`src/hw/acp_pkg.sv`:
```
// Shared constants, types and decode helpers for the converter configuration and pin control
package acp_pkg;

  // APB geometry and channel count
  localparam int ACP_ADDR_W = 8;
  localparam int ACP_DATA_W = 32;
  localparam int ACP_REG_W = 8;
  localparam int ACP_NUM_CH = 24;
  localparam int ACP_CH_PER_REG = 8;

  // Register byte addresses, one aligned word each
  localparam logic [ACP_ADDR_W-1:0] ACP_ADDR_CFG = 8'h00;
  localparam logic [ACP_ADDR_W-1:0] ACP_ADDR_PIN_LOW = 8'h04;
  localparam logic [ACP_ADDR_W-1:0] ACP_ADDR_PIN_MID = 8'h08;
  localparam logic [ACP_ADDR_W-1:0] ACP_ADDR_PIN_HIGH = 8'h0c;

  // Configuration register field positions
  localparam int ACP_LOW_POWER_BIT = 7;
  localparam int ACP_DIV_MSB = 6;
  localparam int ACP_DIV_LSB = 5;
  localparam int ACP_LONG_SAMPLE_BIT = 4;
  localparam int ACP_RES_MSB = 3;
  localparam int ACP_RES_LSB = 2;
  localparam int ACP_SRC_MSB = 1;
  localparam int ACP_SRC_LSB = 0;

  // Reset values: every field cleared, so the undivided bus clock is chosen
  localparam logic [ACP_REG_W-1:0] ACP_CFG_RST = 8'h00;
  localparam logic [ACP_REG_W-1:0] ACP_PIN_RST = 8'h00;

  // Resolution encodings; the other two codes are reserved
  localparam logic [1:0] ACP_RES_8BIT = 2'h0;
  localparam logic [1:0] ACP_RES_10BIT = 2'h2;

  // Divider counter width, wide enough for the largest ratio minus one
  localparam int ACP_DIV_CNT_W = 3;

  // Clock source choices in field order
  typedef enum logic [1:0] {
    ACP_SRC_BUS,
    ACP_SRC_BUS_HALF,
    ACP_SRC_ALT,
    ACP_SRC_ASYNC
  } acp_src_t;

  // Register selected by an APB address
  typedef enum logic [2:0] {
    ACP_SEL_NONE,
    ACP_SEL_CFG,
    ACP_SEL_LOW,
    ACP_SEL_MID,
    ACP_SEL_HIGH
  } acp_sel_t;

  // Divide field to terminal count: ratios 1, 2, 4, 8
  function automatic logic [ACP_DIV_CNT_W-1:0] acp_div_last(input logic [1:0] div_sel);
    logic [ACP_DIV_CNT_W-1:0] last;
    last = 3'h0;
    unique case (div_sel)
      2'h0: last = 3'h0;
      2'h1: last = 3'h1;
      2'h2: last = 3'h3;
      2'h3: last = 3'h7;
    endcase
    return last;
  endfunction

  // Address decode shared by read and write paths; absent registers decode as unmapped
  function automatic acp_sel_t acp_decode(input logic [ACP_ADDR_W-1:0] addr,
                                          input logic has_mid,
                                          input logic has_high);
    acp_sel_t sel;
    sel = ACP_SEL_NONE;
    if (addr == ACP_ADDR_CFG)
    begin
      sel = ACP_SEL_CFG;
    end
    else if (addr == ACP_ADDR_PIN_LOW)
    begin
      sel = ACP_SEL_LOW;
    end
    else if (addr == ACP_ADDR_PIN_MID && has_mid)
    begin
      sel = ACP_SEL_MID;
    end
    else if (addr == ACP_ADDR_PIN_HIGH && has_high)
    begin
      sel = ACP_SEL_HIGH;
    end
    return sel;
  endfunction

endpackage

```
`src/hw/acp_clk_div.sv`:
```
// Conversion clock source select and divider, producing a one-cycle tick per conversion clock
`timescale 1ns/10ps
`default_nettype none

module acp_clk_div (
  input wire logic core_clk_i,
  input wire logic sys_rst_i,
  input wire logic [1:0] src_sel_i,
  input wire logic [1:0] div_sel_i,
  input wire logic restart_i,
  input wire logic alt_clk_i,
  input wire logic async_clk_i,
  output logic tick_o
);

  typedef struct packed {
    logic half;
    logic alt_prev;
    logic async_prev;
    logic [acp_pkg::ACP_DIV_CNT_W-1:0] cnt;
    logic tick;
  } acp_div_state_t;

  acp_div_state_t st_ff;
  acp_div_state_t nxt_st;
  logic src_tick;

  // One source tick per rising edge of the chosen source clock
  always_comb
  begin
    nxt_st = st_ff;
    nxt_st.half = ~st_ff.half;
    nxt_st.alt_prev = alt_clk_i;
    nxt_st.async_prev = async_clk_i;
    nxt_st.tick = 1'b0;
    src_tick = 1'b0;
    unique case (acp_pkg::acp_src_t'(src_sel_i))
      acp_pkg::ACP_SRC_BUS: src_tick = 1'b1;
      acp_pkg::ACP_SRC_BUS_HALF: src_tick = st_ff.half;
      acp_pkg::ACP_SRC_ALT: src_tick = alt_clk_i & ~st_ff.alt_prev;
      acp_pkg::ACP_SRC_ASYNC: src_tick = async_clk_i & ~st_ff.async_prev;
    endcase
    // Restart keeps a stale phase from the old setting out of the new clock
    if (restart_i)
    begin
      nxt_st.cnt = '0;
    end
    else if (src_tick)
    begin
      if (st_ff.cnt >= acp_pkg::acp_div_last(div_sel_i))
      begin
        nxt_st.cnt = '0;
        nxt_st.tick = 1'b1;
      end
      else
      begin
        nxt_st.cnt = st_ff.cnt + 3'h1;
      end
    end
  end

  // State register
  always_ff @(posedge core_clk_i)
  begin
    if (sys_rst_i)
    begin
      st_ff <= '0;
    end
    else
    begin
      st_ff <= nxt_st;
    end
  end

  assign tick_o = st_ff.tick;

endmodule // acp_clk_div

`default_nettype wire

```
`src/hw/acp_top.sv`:
```
// APB register block for converter configuration and analog pin disable control
//
// Notes on behaviour
// - Config bit 7 picks high speed when 0 and low power with a slower clock ceiling when 1.
// - Config bits 6:5 give divide ratios 1, 2, 4 and 8 for codes 00, 01, 10 and 11.
// - The conversion clock is the chosen source clock divided by the selected ratio.
// - Config bit 4 picks the short sample period when 0 and the long one when 1.
// - Config bits 3:2 pick 8-bit for 00 and 10-bit for 10, with 01 and 11 reserved.
// - Config bits 1:0 pick bus clock, bus clock halved, alternate clock or async clock.
// - Bit n of the low pin register governs the pin of channel n for channels 0 to 7.
// - Bits 0 to 7 of the middle pin register govern channels 8 to 15 in order.
// - Bits 0 to 7 of the high pin register govern channels 16 to 23 in order.
// - A pin bit of 1 cuts that pin's digital path and 0 leaves normal digital control.
// - Pin bits for channels with no external input are stored but drive nothing.
// - The middle and high pin registers can be left out of a build entirely.
// - Any write to the config register aborts a conversion in progress.
// - A disabled pin gets its output driver off, input reading zero and pullup off.
// - Changing the resolution field marks held conversion results invalid.
// - After reset the undivided bus clock is the conversion clock source.
//
// The APB register port and the placing of the registers were left to the implementer.
`timescale 1ns/10ps
`default_nettype none

module acp_top #(
  parameter logic [acp_pkg::ACP_NUM_CH-1:0] CH_PRESENT = 24'hffffff,
  parameter bit HAS_MID = 1'b1,
  parameter bit HAS_HIGH = 1'b1
) (
  input wire logic core_clk_i,
  input wire logic sys_rst_i,
  // APB slave
  input wire logic psel_i,
  input wire logic penable_i,
  input wire logic pwrite_i,
  input wire logic [acp_pkg::ACP_ADDR_W-1:0] paddr_i,
  input wire logic [acp_pkg::ACP_DATA_W-1:0] pwdata_i,
  input wire logic [3:0] pstrb_i,
  output logic pready_o,
  output logic [acp_pkg::ACP_DATA_W-1:0] prdata_o,
  output logic pslverr_o,
  // Conversion clock sources
  input wire logic alt_clk_i,
  input wire logic async_clk_i,
  // Converter core controls
  output logic low_power_o,
  output logic long_sample_o,
  output logic [1:0] resolution_o,
  output logic [1:0] clock_source_o,
  output logic conversion_clock_tick_o,
  output logic conversion_abort_o,
  output logic result_invalid_o,
  // Pad path from the port logic and toward the pads
  input wire logic [acp_pkg::ACP_NUM_CH-1:0] port_out_en_i,
  input wire logic [acp_pkg::ACP_NUM_CH-1:0] port_pullup_en_i,
  input wire logic [acp_pkg::ACP_NUM_CH-1:0] pad_in_i,
  output logic [acp_pkg::ACP_NUM_CH-1:0] pad_out_en_o,
  output logic [acp_pkg::ACP_NUM_CH-1:0] pad_pullup_en_o,
  output logic [acp_pkg::ACP_NUM_CH-1:0] pad_in_buf_en_o,
  output logic [acp_pkg::ACP_NUM_CH-1:0] port_in_o
);

  localparam int NCH = acp_pkg::ACP_NUM_CH;
  localparam int RW = acp_pkg::ACP_REG_W;

  typedef struct packed {
    logic [RW-1:0] cfg;
    logic [RW-1:0] pin_low;
    logic [RW-1:0] pin_mid;
    logic [RW-1:0] pin_high;
    logic pready;
    logic [acp_pkg::ACP_DATA_W-1:0] prdata;
    logic pslverr;
    logic abort;
    logic invalid;
    logic [NCH-1:0] out_en;
    logic [NCH-1:0] pullup_en;
    logic [NCH-1:0] in_buf_en;
    logic [NCH-1:0] port_in;
  } acp_state_t;

  acp_state_t st_ff;
  acp_state_t nxt_st;

  acp_pkg::acp_sel_t sel;
  logic access;
  logic fire;
  logic wr_fire;
  logic cfg_wr;
  logic [RW-1:0] rd_byte;
  logic [NCH-1:0] pin_bits;
  logic [NCH-1:0] pin_off;

  // Reset value of the whole state
  localparam acp_state_t ST_RST = '{
    cfg: acp_pkg::ACP_CFG_RST,
    pin_low: acp_pkg::ACP_PIN_RST,
    pin_mid: acp_pkg::ACP_PIN_RST,
    pin_high: acp_pkg::ACP_PIN_RST,
    pready: 1'b0,
    prdata: 32'h0000_0000,
    pslverr: 1'b0,
    abort: 1'b0,
    invalid: 1'b0,
    out_en: 24'h000000,
    pullup_en: 24'h000000,
    in_buf_en: 24'h000000,
    port_in: 24'h000000
  };

  // Bus decode; one wait state, the write lands on the edge that sees pready
  assign sel = acp_pkg::acp_decode(paddr_i, HAS_MID, HAS_HIGH);
  assign access = psel_i & penable_i;
  assign fire = access & st_ff.pready;
  assign wr_fire = fire & pwrite_i & pstrb_i[0] & (sel != acp_pkg::ACP_SEL_NONE);
  assign cfg_wr = wr_fire & (sel == acp_pkg::ACP_SEL_CFG);

  // Channel-ordered view of the three pin registers
  assign pin_bits = {st_ff.pin_high, st_ff.pin_mid, st_ff.pin_low};

  // Per-channel disable: absent channels and omitted registers never act on a pad
  genvar ch;
  generate
    for (ch = 0; ch < NCH; ch++)
    begin : g_pin
      localparam bit REG_PRESENT = (ch < acp_pkg::ACP_CH_PER_REG) ? 1'b1 :
                                   (ch < 2 * acp_pkg::ACP_CH_PER_REG) ? HAS_MID : HAS_HIGH;
      assign pin_off[ch] = pin_bits[ch] & CH_PRESENT[ch] & REG_PRESENT;
    end
  endgenerate

  // Read mux, zero-extended to the bus width
  always_comb
  begin
    rd_byte = '0;
    unique case (sel)
      acp_pkg::ACP_SEL_CFG: rd_byte = st_ff.cfg;
      acp_pkg::ACP_SEL_LOW: rd_byte = st_ff.pin_low;
      acp_pkg::ACP_SEL_MID: rd_byte = st_ff.pin_mid;
      acp_pkg::ACP_SEL_HIGH: rd_byte = st_ff.pin_high;
      acp_pkg::ACP_SEL_NONE: rd_byte = '0;
      default: rd_byte = '0;
    endcase
  end

  // Next state of registers, bus answer, pulses and pad gating
  always_comb
  begin
    nxt_st = st_ff;
    nxt_st.abort = 1'b0;
    nxt_st.invalid = 1'b0;
    nxt_st.pslverr = 1'b0;
    nxt_st.pready = access & ~st_ff.pready;
    // Read data and error are set up in the cycle before pready rises
    if (access && !st_ff.pready)
    begin
      nxt_st.prdata = {{(acp_pkg::ACP_DATA_W - RW){1'b0}}, rd_byte};
      nxt_st.pslverr = (sel == acp_pkg::ACP_SEL_NONE);
    end
    else
    begin
      // Answer stands only in the pready cycle, so clear it on completion too
      nxt_st.prdata = '0;
    end
    // Register writes; absent registers decode as none and store nothing
    if (wr_fire)
    begin
      unique case (sel)
        acp_pkg::ACP_SEL_CFG:
        begin
          nxt_st.cfg = pwdata_i[RW-1:0];
          nxt_st.abort = 1'b1;
          if (pwdata_i[acp_pkg::ACP_RES_MSB:acp_pkg::ACP_RES_LSB] !=
              st_ff.cfg[acp_pkg::ACP_RES_MSB:acp_pkg::ACP_RES_LSB])
          begin
            nxt_st.invalid = 1'b1;
          end
        end
        acp_pkg::ACP_SEL_LOW: nxt_st.pin_low = pwdata_i[RW-1:0];
        acp_pkg::ACP_SEL_MID: nxt_st.pin_mid = pwdata_i[RW-1:0];
        acp_pkg::ACP_SEL_HIGH: nxt_st.pin_high = pwdata_i[RW-1:0];
        acp_pkg::ACP_SEL_NONE: nxt_st.cfg = st_ff.cfg;
        default: nxt_st.cfg = st_ff.cfg;
      endcase
    end
    // Pad path, registered so every pad output leaves a flip-flop
    nxt_st.out_en = port_out_en_i & ~pin_off;
    nxt_st.pullup_en = port_pullup_en_i & ~pin_off;
    nxt_st.in_buf_en = ~pin_off;
    nxt_st.port_in = pad_in_i & ~pin_off;
  end

  // State register
  always_ff @(posedge core_clk_i)
  begin
    if (sys_rst_i)
    begin
      st_ff <= ST_RST;
    end
    else
    begin
      st_ff <= nxt_st;
    end
  end

  // Divider restarts on a config write so the new ratio starts from a clean phase
  acp_clk_div u_clk_div (
    .core_clk_i(core_clk_i),
    .sys_rst_i(sys_rst_i),
    .src_sel_i(st_ff.cfg[acp_pkg::ACP_SRC_MSB:acp_pkg::ACP_SRC_LSB]),
    .div_sel_i(st_ff.cfg[acp_pkg::ACP_DIV_MSB:acp_pkg::ACP_DIV_LSB]),
    .restart_i(st_ff.abort),
    .alt_clk_i(alt_clk_i),
    .async_clk_i(async_clk_i),
    .tick_o(conversion_clock_tick_o)
  );

  // Bus outputs
  assign pready_o = st_ff.pready;
  assign prdata_o = st_ff.prdata;
  assign pslverr_o = st_ff.pslverr;

  // Converter controls, straight from the configuration, abort and invalid flops
  assign low_power_o = st_ff.cfg[acp_pkg::ACP_LOW_POWER_BIT];
  assign long_sample_o = st_ff.cfg[acp_pkg::ACP_LONG_SAMPLE_BIT];
  assign resolution_o = st_ff.cfg[acp_pkg::ACP_RES_MSB:acp_pkg::ACP_RES_LSB];
  assign clock_source_o = st_ff.cfg[acp_pkg::ACP_SRC_MSB:acp_pkg::ACP_SRC_LSB];
  assign conversion_abort_o = st_ff.abort;
  assign result_invalid_o = st_ff.invalid;

  // Pad outputs
  assign pad_out_en_o = st_ff.out_en;
  assign pad_pullup_en_o = st_ff.pullup_en;
  assign pad_in_buf_en_o = st_ff.in_buf_en;
  assign port_in_o = st_ff.port_in;

  // Unused upper write lanes: registers are 8 bits in lane 0 only
  logic unused_lanes;
  assign unused_lanes = ^{pwdata_i[acp_pkg::ACP_DATA_W-1:RW], pstrb_i[3:1]};

endmodule // acp_top

`default_nettype wire

```
`config.mk`:
```
export PLATFORM = sky130hd
export DESIGN_NAME = acp_top
export DESIGN_NICKNAME = d
export VERILOG_FILES = /design/src/hw/acp_pkg.sv /design/src/hw/acp_clk_div.sv /design/src/hw/acp_top.sv
export SDC_FILE = /design/constraint.sdc
export NUM_CORES = 1
export LEC_CHECK = 0
export BUFFER_PORTS_ARGS = -buffer_cell sky130_fd_sc_hd__buf_4
export CAP_MARGIN = 10
export CORE_MARGIN = 2
export CORE_UTILIZATION = 45
export DETAILED_ROUTE_END_ITERATION = 6
export GPL_ROUTABILITY_DRIVEN = 1
export HOLD_SLACK_MARGIN = 0.12
export PLACE_DENSITY = 0.79
export SYNTH_ARGS = -nofsm -noshare
export SYNTH_HDL_FRONTEND = slang
export SYNTH_SLANG_ARGS = --single-unit
```
`constraint.sdc`:
```
create_clock -name core_clk_i -period 4.9 [get_ports core_clk_i]
set_clock_uncertainty 0.15 [all_clocks]
set_input_delay 1.225 -clock core_clk_i [delete_from_list [all_inputs] [get_ports core_clk_i]]
set_output_delay 1.225 -clock core_clk_i [all_outputs]
set_load 0.02 [all_outputs]
```
==> results.md <==
* Status: completed
* First-pass GRT wire length at ~17 mm
* Final Non-Filler Cells at 809
* Crit path capture type: register
* CTS tree: yes
* Final slew viol count at 0
* Die ar. at 0.0134 mm^2
* Clk_lat worst skew at 410 ps
* Routed via count at 3603
* Pwr/cell area at just under 400 mW/mm^2
* Routed len/inst at 14.0 um
* Critical path launch point type: primary input
* Hold Fails Final Rpt at 0
* Internal reg-to-reg setup slack at about 2800 ps
* # DRC at 0
* Worst vdd ir at 0.000191 V
* Maximum buffer depth of the clock tree at 2
* Critical Path RT at 5020 ps
* GR Util met1 at 0.191
* Tightest Pin Transition at 1190 ps
* Max-cap violations at 0
* Worst Hold Depth at 1
* Dpl cells at 778
* Htree depth at 4
* Share of post-route cells with drive strength above 1 at 0.399
* Synth cell types at 38
* Area delta synth->final at 25.3%
* RSZ-0062 raised after global routing: false
* Initial Util at 0.464
* Die width at 116 um
* Crit path time final at 3010 ps
* Largest net degree at the start of global routing at 63
* Final HPWL DP at 8.53 mm
* Vias in the first global route at roughly 3500
* # port buffers at 210
* CTS Sinks at 147
* Register area share after synthesis at 0.524
* Min Hold Slack at 278 ps
* Nets at 756
* Mapped Cells at 521
* Fmax at approximately 0.33 GHz
* Core area at 0.0121 mm^2
* Postcts setup bufs at 0
* Hold buffers post-CTS at 0
* Number of warning messages in the yosys log at 0
* Leakage at 3.29 nW
* Setup TNS at 0 ps
* Initial DRC Count at 137
* Die Span Y at 116 um
* PostCTS Resize Cnt at 0
* Type of the worst min-delay path: reg2reg
* All-Layer GR Usage at 0.171
* WP data arrival at 3130 ps
* Critical Path Fanout Max at 8
* Boundary Pins at 262
* Final Routed Wirelength at ~11 mm
* Post-route ant nets at 0
* ANT cells at 0
* GR Overflow Total at 0
* Hold_sp: u_clk_div.st_ff[6]$_SDFF_PP0_
* Drt pass-1 iters at 4
* RR Startpoint: pready_o$_SDFF_PP0_
* Most frequent cells in the layout: 210 x buf_4, 147 x dfxtp_1, 72 x and2_1
* Endpoints failing setup at 0
* Crit Path Category: in2reg
* Slew margin rel. at 0.201
* R2R depth at 4
* Post-synthesis cell area at 0.00562 mm^2
* Mean post-synth cell area at ~11 um^2
* Reg-to-Reg End: clock_source_o[0]$_SDFFE_PP0P_
* Met3 usage at 0.0560
* GRT Max-Usage Layer: met2
* Yosys reg bits at ~150
* Crit share post-route at 0.614
* Num CTS Buffers at 17
* Worst-path clk slew at 60 ps
* Hold endpoint: u_clk_div.st_ff[6]$_SDFF_PP0_
* # rows at 40
* Routed vias/inst at 4.45
* GP Congestion at approximately 0.75
* Met2 Track Usage GR at 0.296
* Commonest non-fill, non-tap cell in the layout: buf_4
* Antenna violations before repair at 0
* Clock Tree Root: clkbuf_16
## worst max-delay path: stages
cell and delay (ps):
buf_4 110, or4_4 600, or4_1 850, mux2i_1 280, nor2_1 60
## worst max-delay path by stage
| stage | start | endpoint | cells after the start |
|---|---|---|---|
| floorplan | paddr_i[1] | clock_source_o[0]$_SDFFE_PP0P_ | 6 |
| global placement | paddr_i[1] | pin_bits[8]$_SDFFE_PP0P_ | 5 |
| detailed placement | paddr_i[1] | pin_bits[15]$_SDFFE_PP0P_ | 5 |
| CTS | paddr_i[1] | pin_bits[15]$_SDFFE_PP0P_ | 5 |
| global route | paddr_i[1] | pin_bits[10]$_SDFFE_PP0P_ | 5 |
| finish | paddr_i[1] | clock_source_o[0]$_SDFFE_PP0P_ | 5 |
## flip-flops by register name (all words and copies together), names as in the netlist, 2 cells and up
signal / flops
u_clk_div.st_ff: 6
port_in_o: 24
resolution_o: 2
pad_in_buf_en_o: 24
pin_bits: 24
prdata_o: 8
pad_out_en_o: 24
pad_pullup_en_o: 24
clock_source_o: 2
st_ff: 2
## cell type report
class	count	area, um^2
clock buffers	20	457
clock inverters	11	135
fillers	1033	5070
inverters	2	7.51
multi-input cells	251	1710
flip-flops and latches	147	2940
well taps	168	210
repair buffers	210	1580
## where the power goes
group	internal [W]	switching [W]	leakage (nW)	total [W]
Combinational	0.000122	0.000134	1.78	0.000256
Sequential	0.00124	0.0000120	1.21	0.00125
Clock	0.000818	0.000457	0.291	0.00127
Total	0.00218	0.000603	3.29	0.00278
## cell families (layout without fill, tap and decap cells)
family                   after synthesis  after routing  synth area share
multiplexers                          40             40            0.0891
XOR/XNOR                               2              2           0.00312
other                                  1             24          0.000668
AND/OR/NAND/NOR                      171            171             0.174
AO/OA/AOI/OAI                         10             10            0.0131
flip-flops                           147            147             0.524
buffers and inverters                146            243             0.188
adder cells (fa/ha/maj)                4              4           0.00891
## synth_stat cells, drive strengths merged
master	n	area [um^2]
nor3	3	15.0
mux4	8	180
a21oi	1	5.00
nand2	4	15.0
nor4	4	76.3
o21a	1	7.51
nor2b	5	31.3
a32o	1	10.0
or4bb	1	11.3
inv	2	7.51
clkbuf	8	30.0
dfxtp	147	2940
nand4b	2	17.5
or2	2	12.5
nand3b	2	15.0
xnor2	2	17.5
ha	4	50.1
nand4	1	6.26
nand3	1	5.00
a21boi	2	15.0
and3	9	56.3
buf	136	1020
o2111ai	1	8.76
a32oi	1	8.76
conb	1	3.75
or4	3	26.3
nand2b	2	12.5
mux2i	32	320
o21ai	2	10.0
nor2	60	225
and2	72	450
a31o	1	8.76
## layer usage
metal	up-vias	share of wire
met3	17	0.076
li1	1751	-
met1	1672	0.39
met2	163	0.51
met5	-	0
met4	0	0.018
## metrics by stage
stage                     utilization  cell area (um^2)  power [W]  worst slack, ps
after CTS                       0.581              7040    0.00282             1910
final                           0.581              7040    0.00278             1890
after global placement          0.532              6440    0.00153             1520
after global routing            0.581              7040    0.00289             1820
after detailed placement        0.532              6440    0.00154             1490
after floorplan                     -              5700    0.00147             1870
Note: power is estimated with default switching activity, not from simulation.
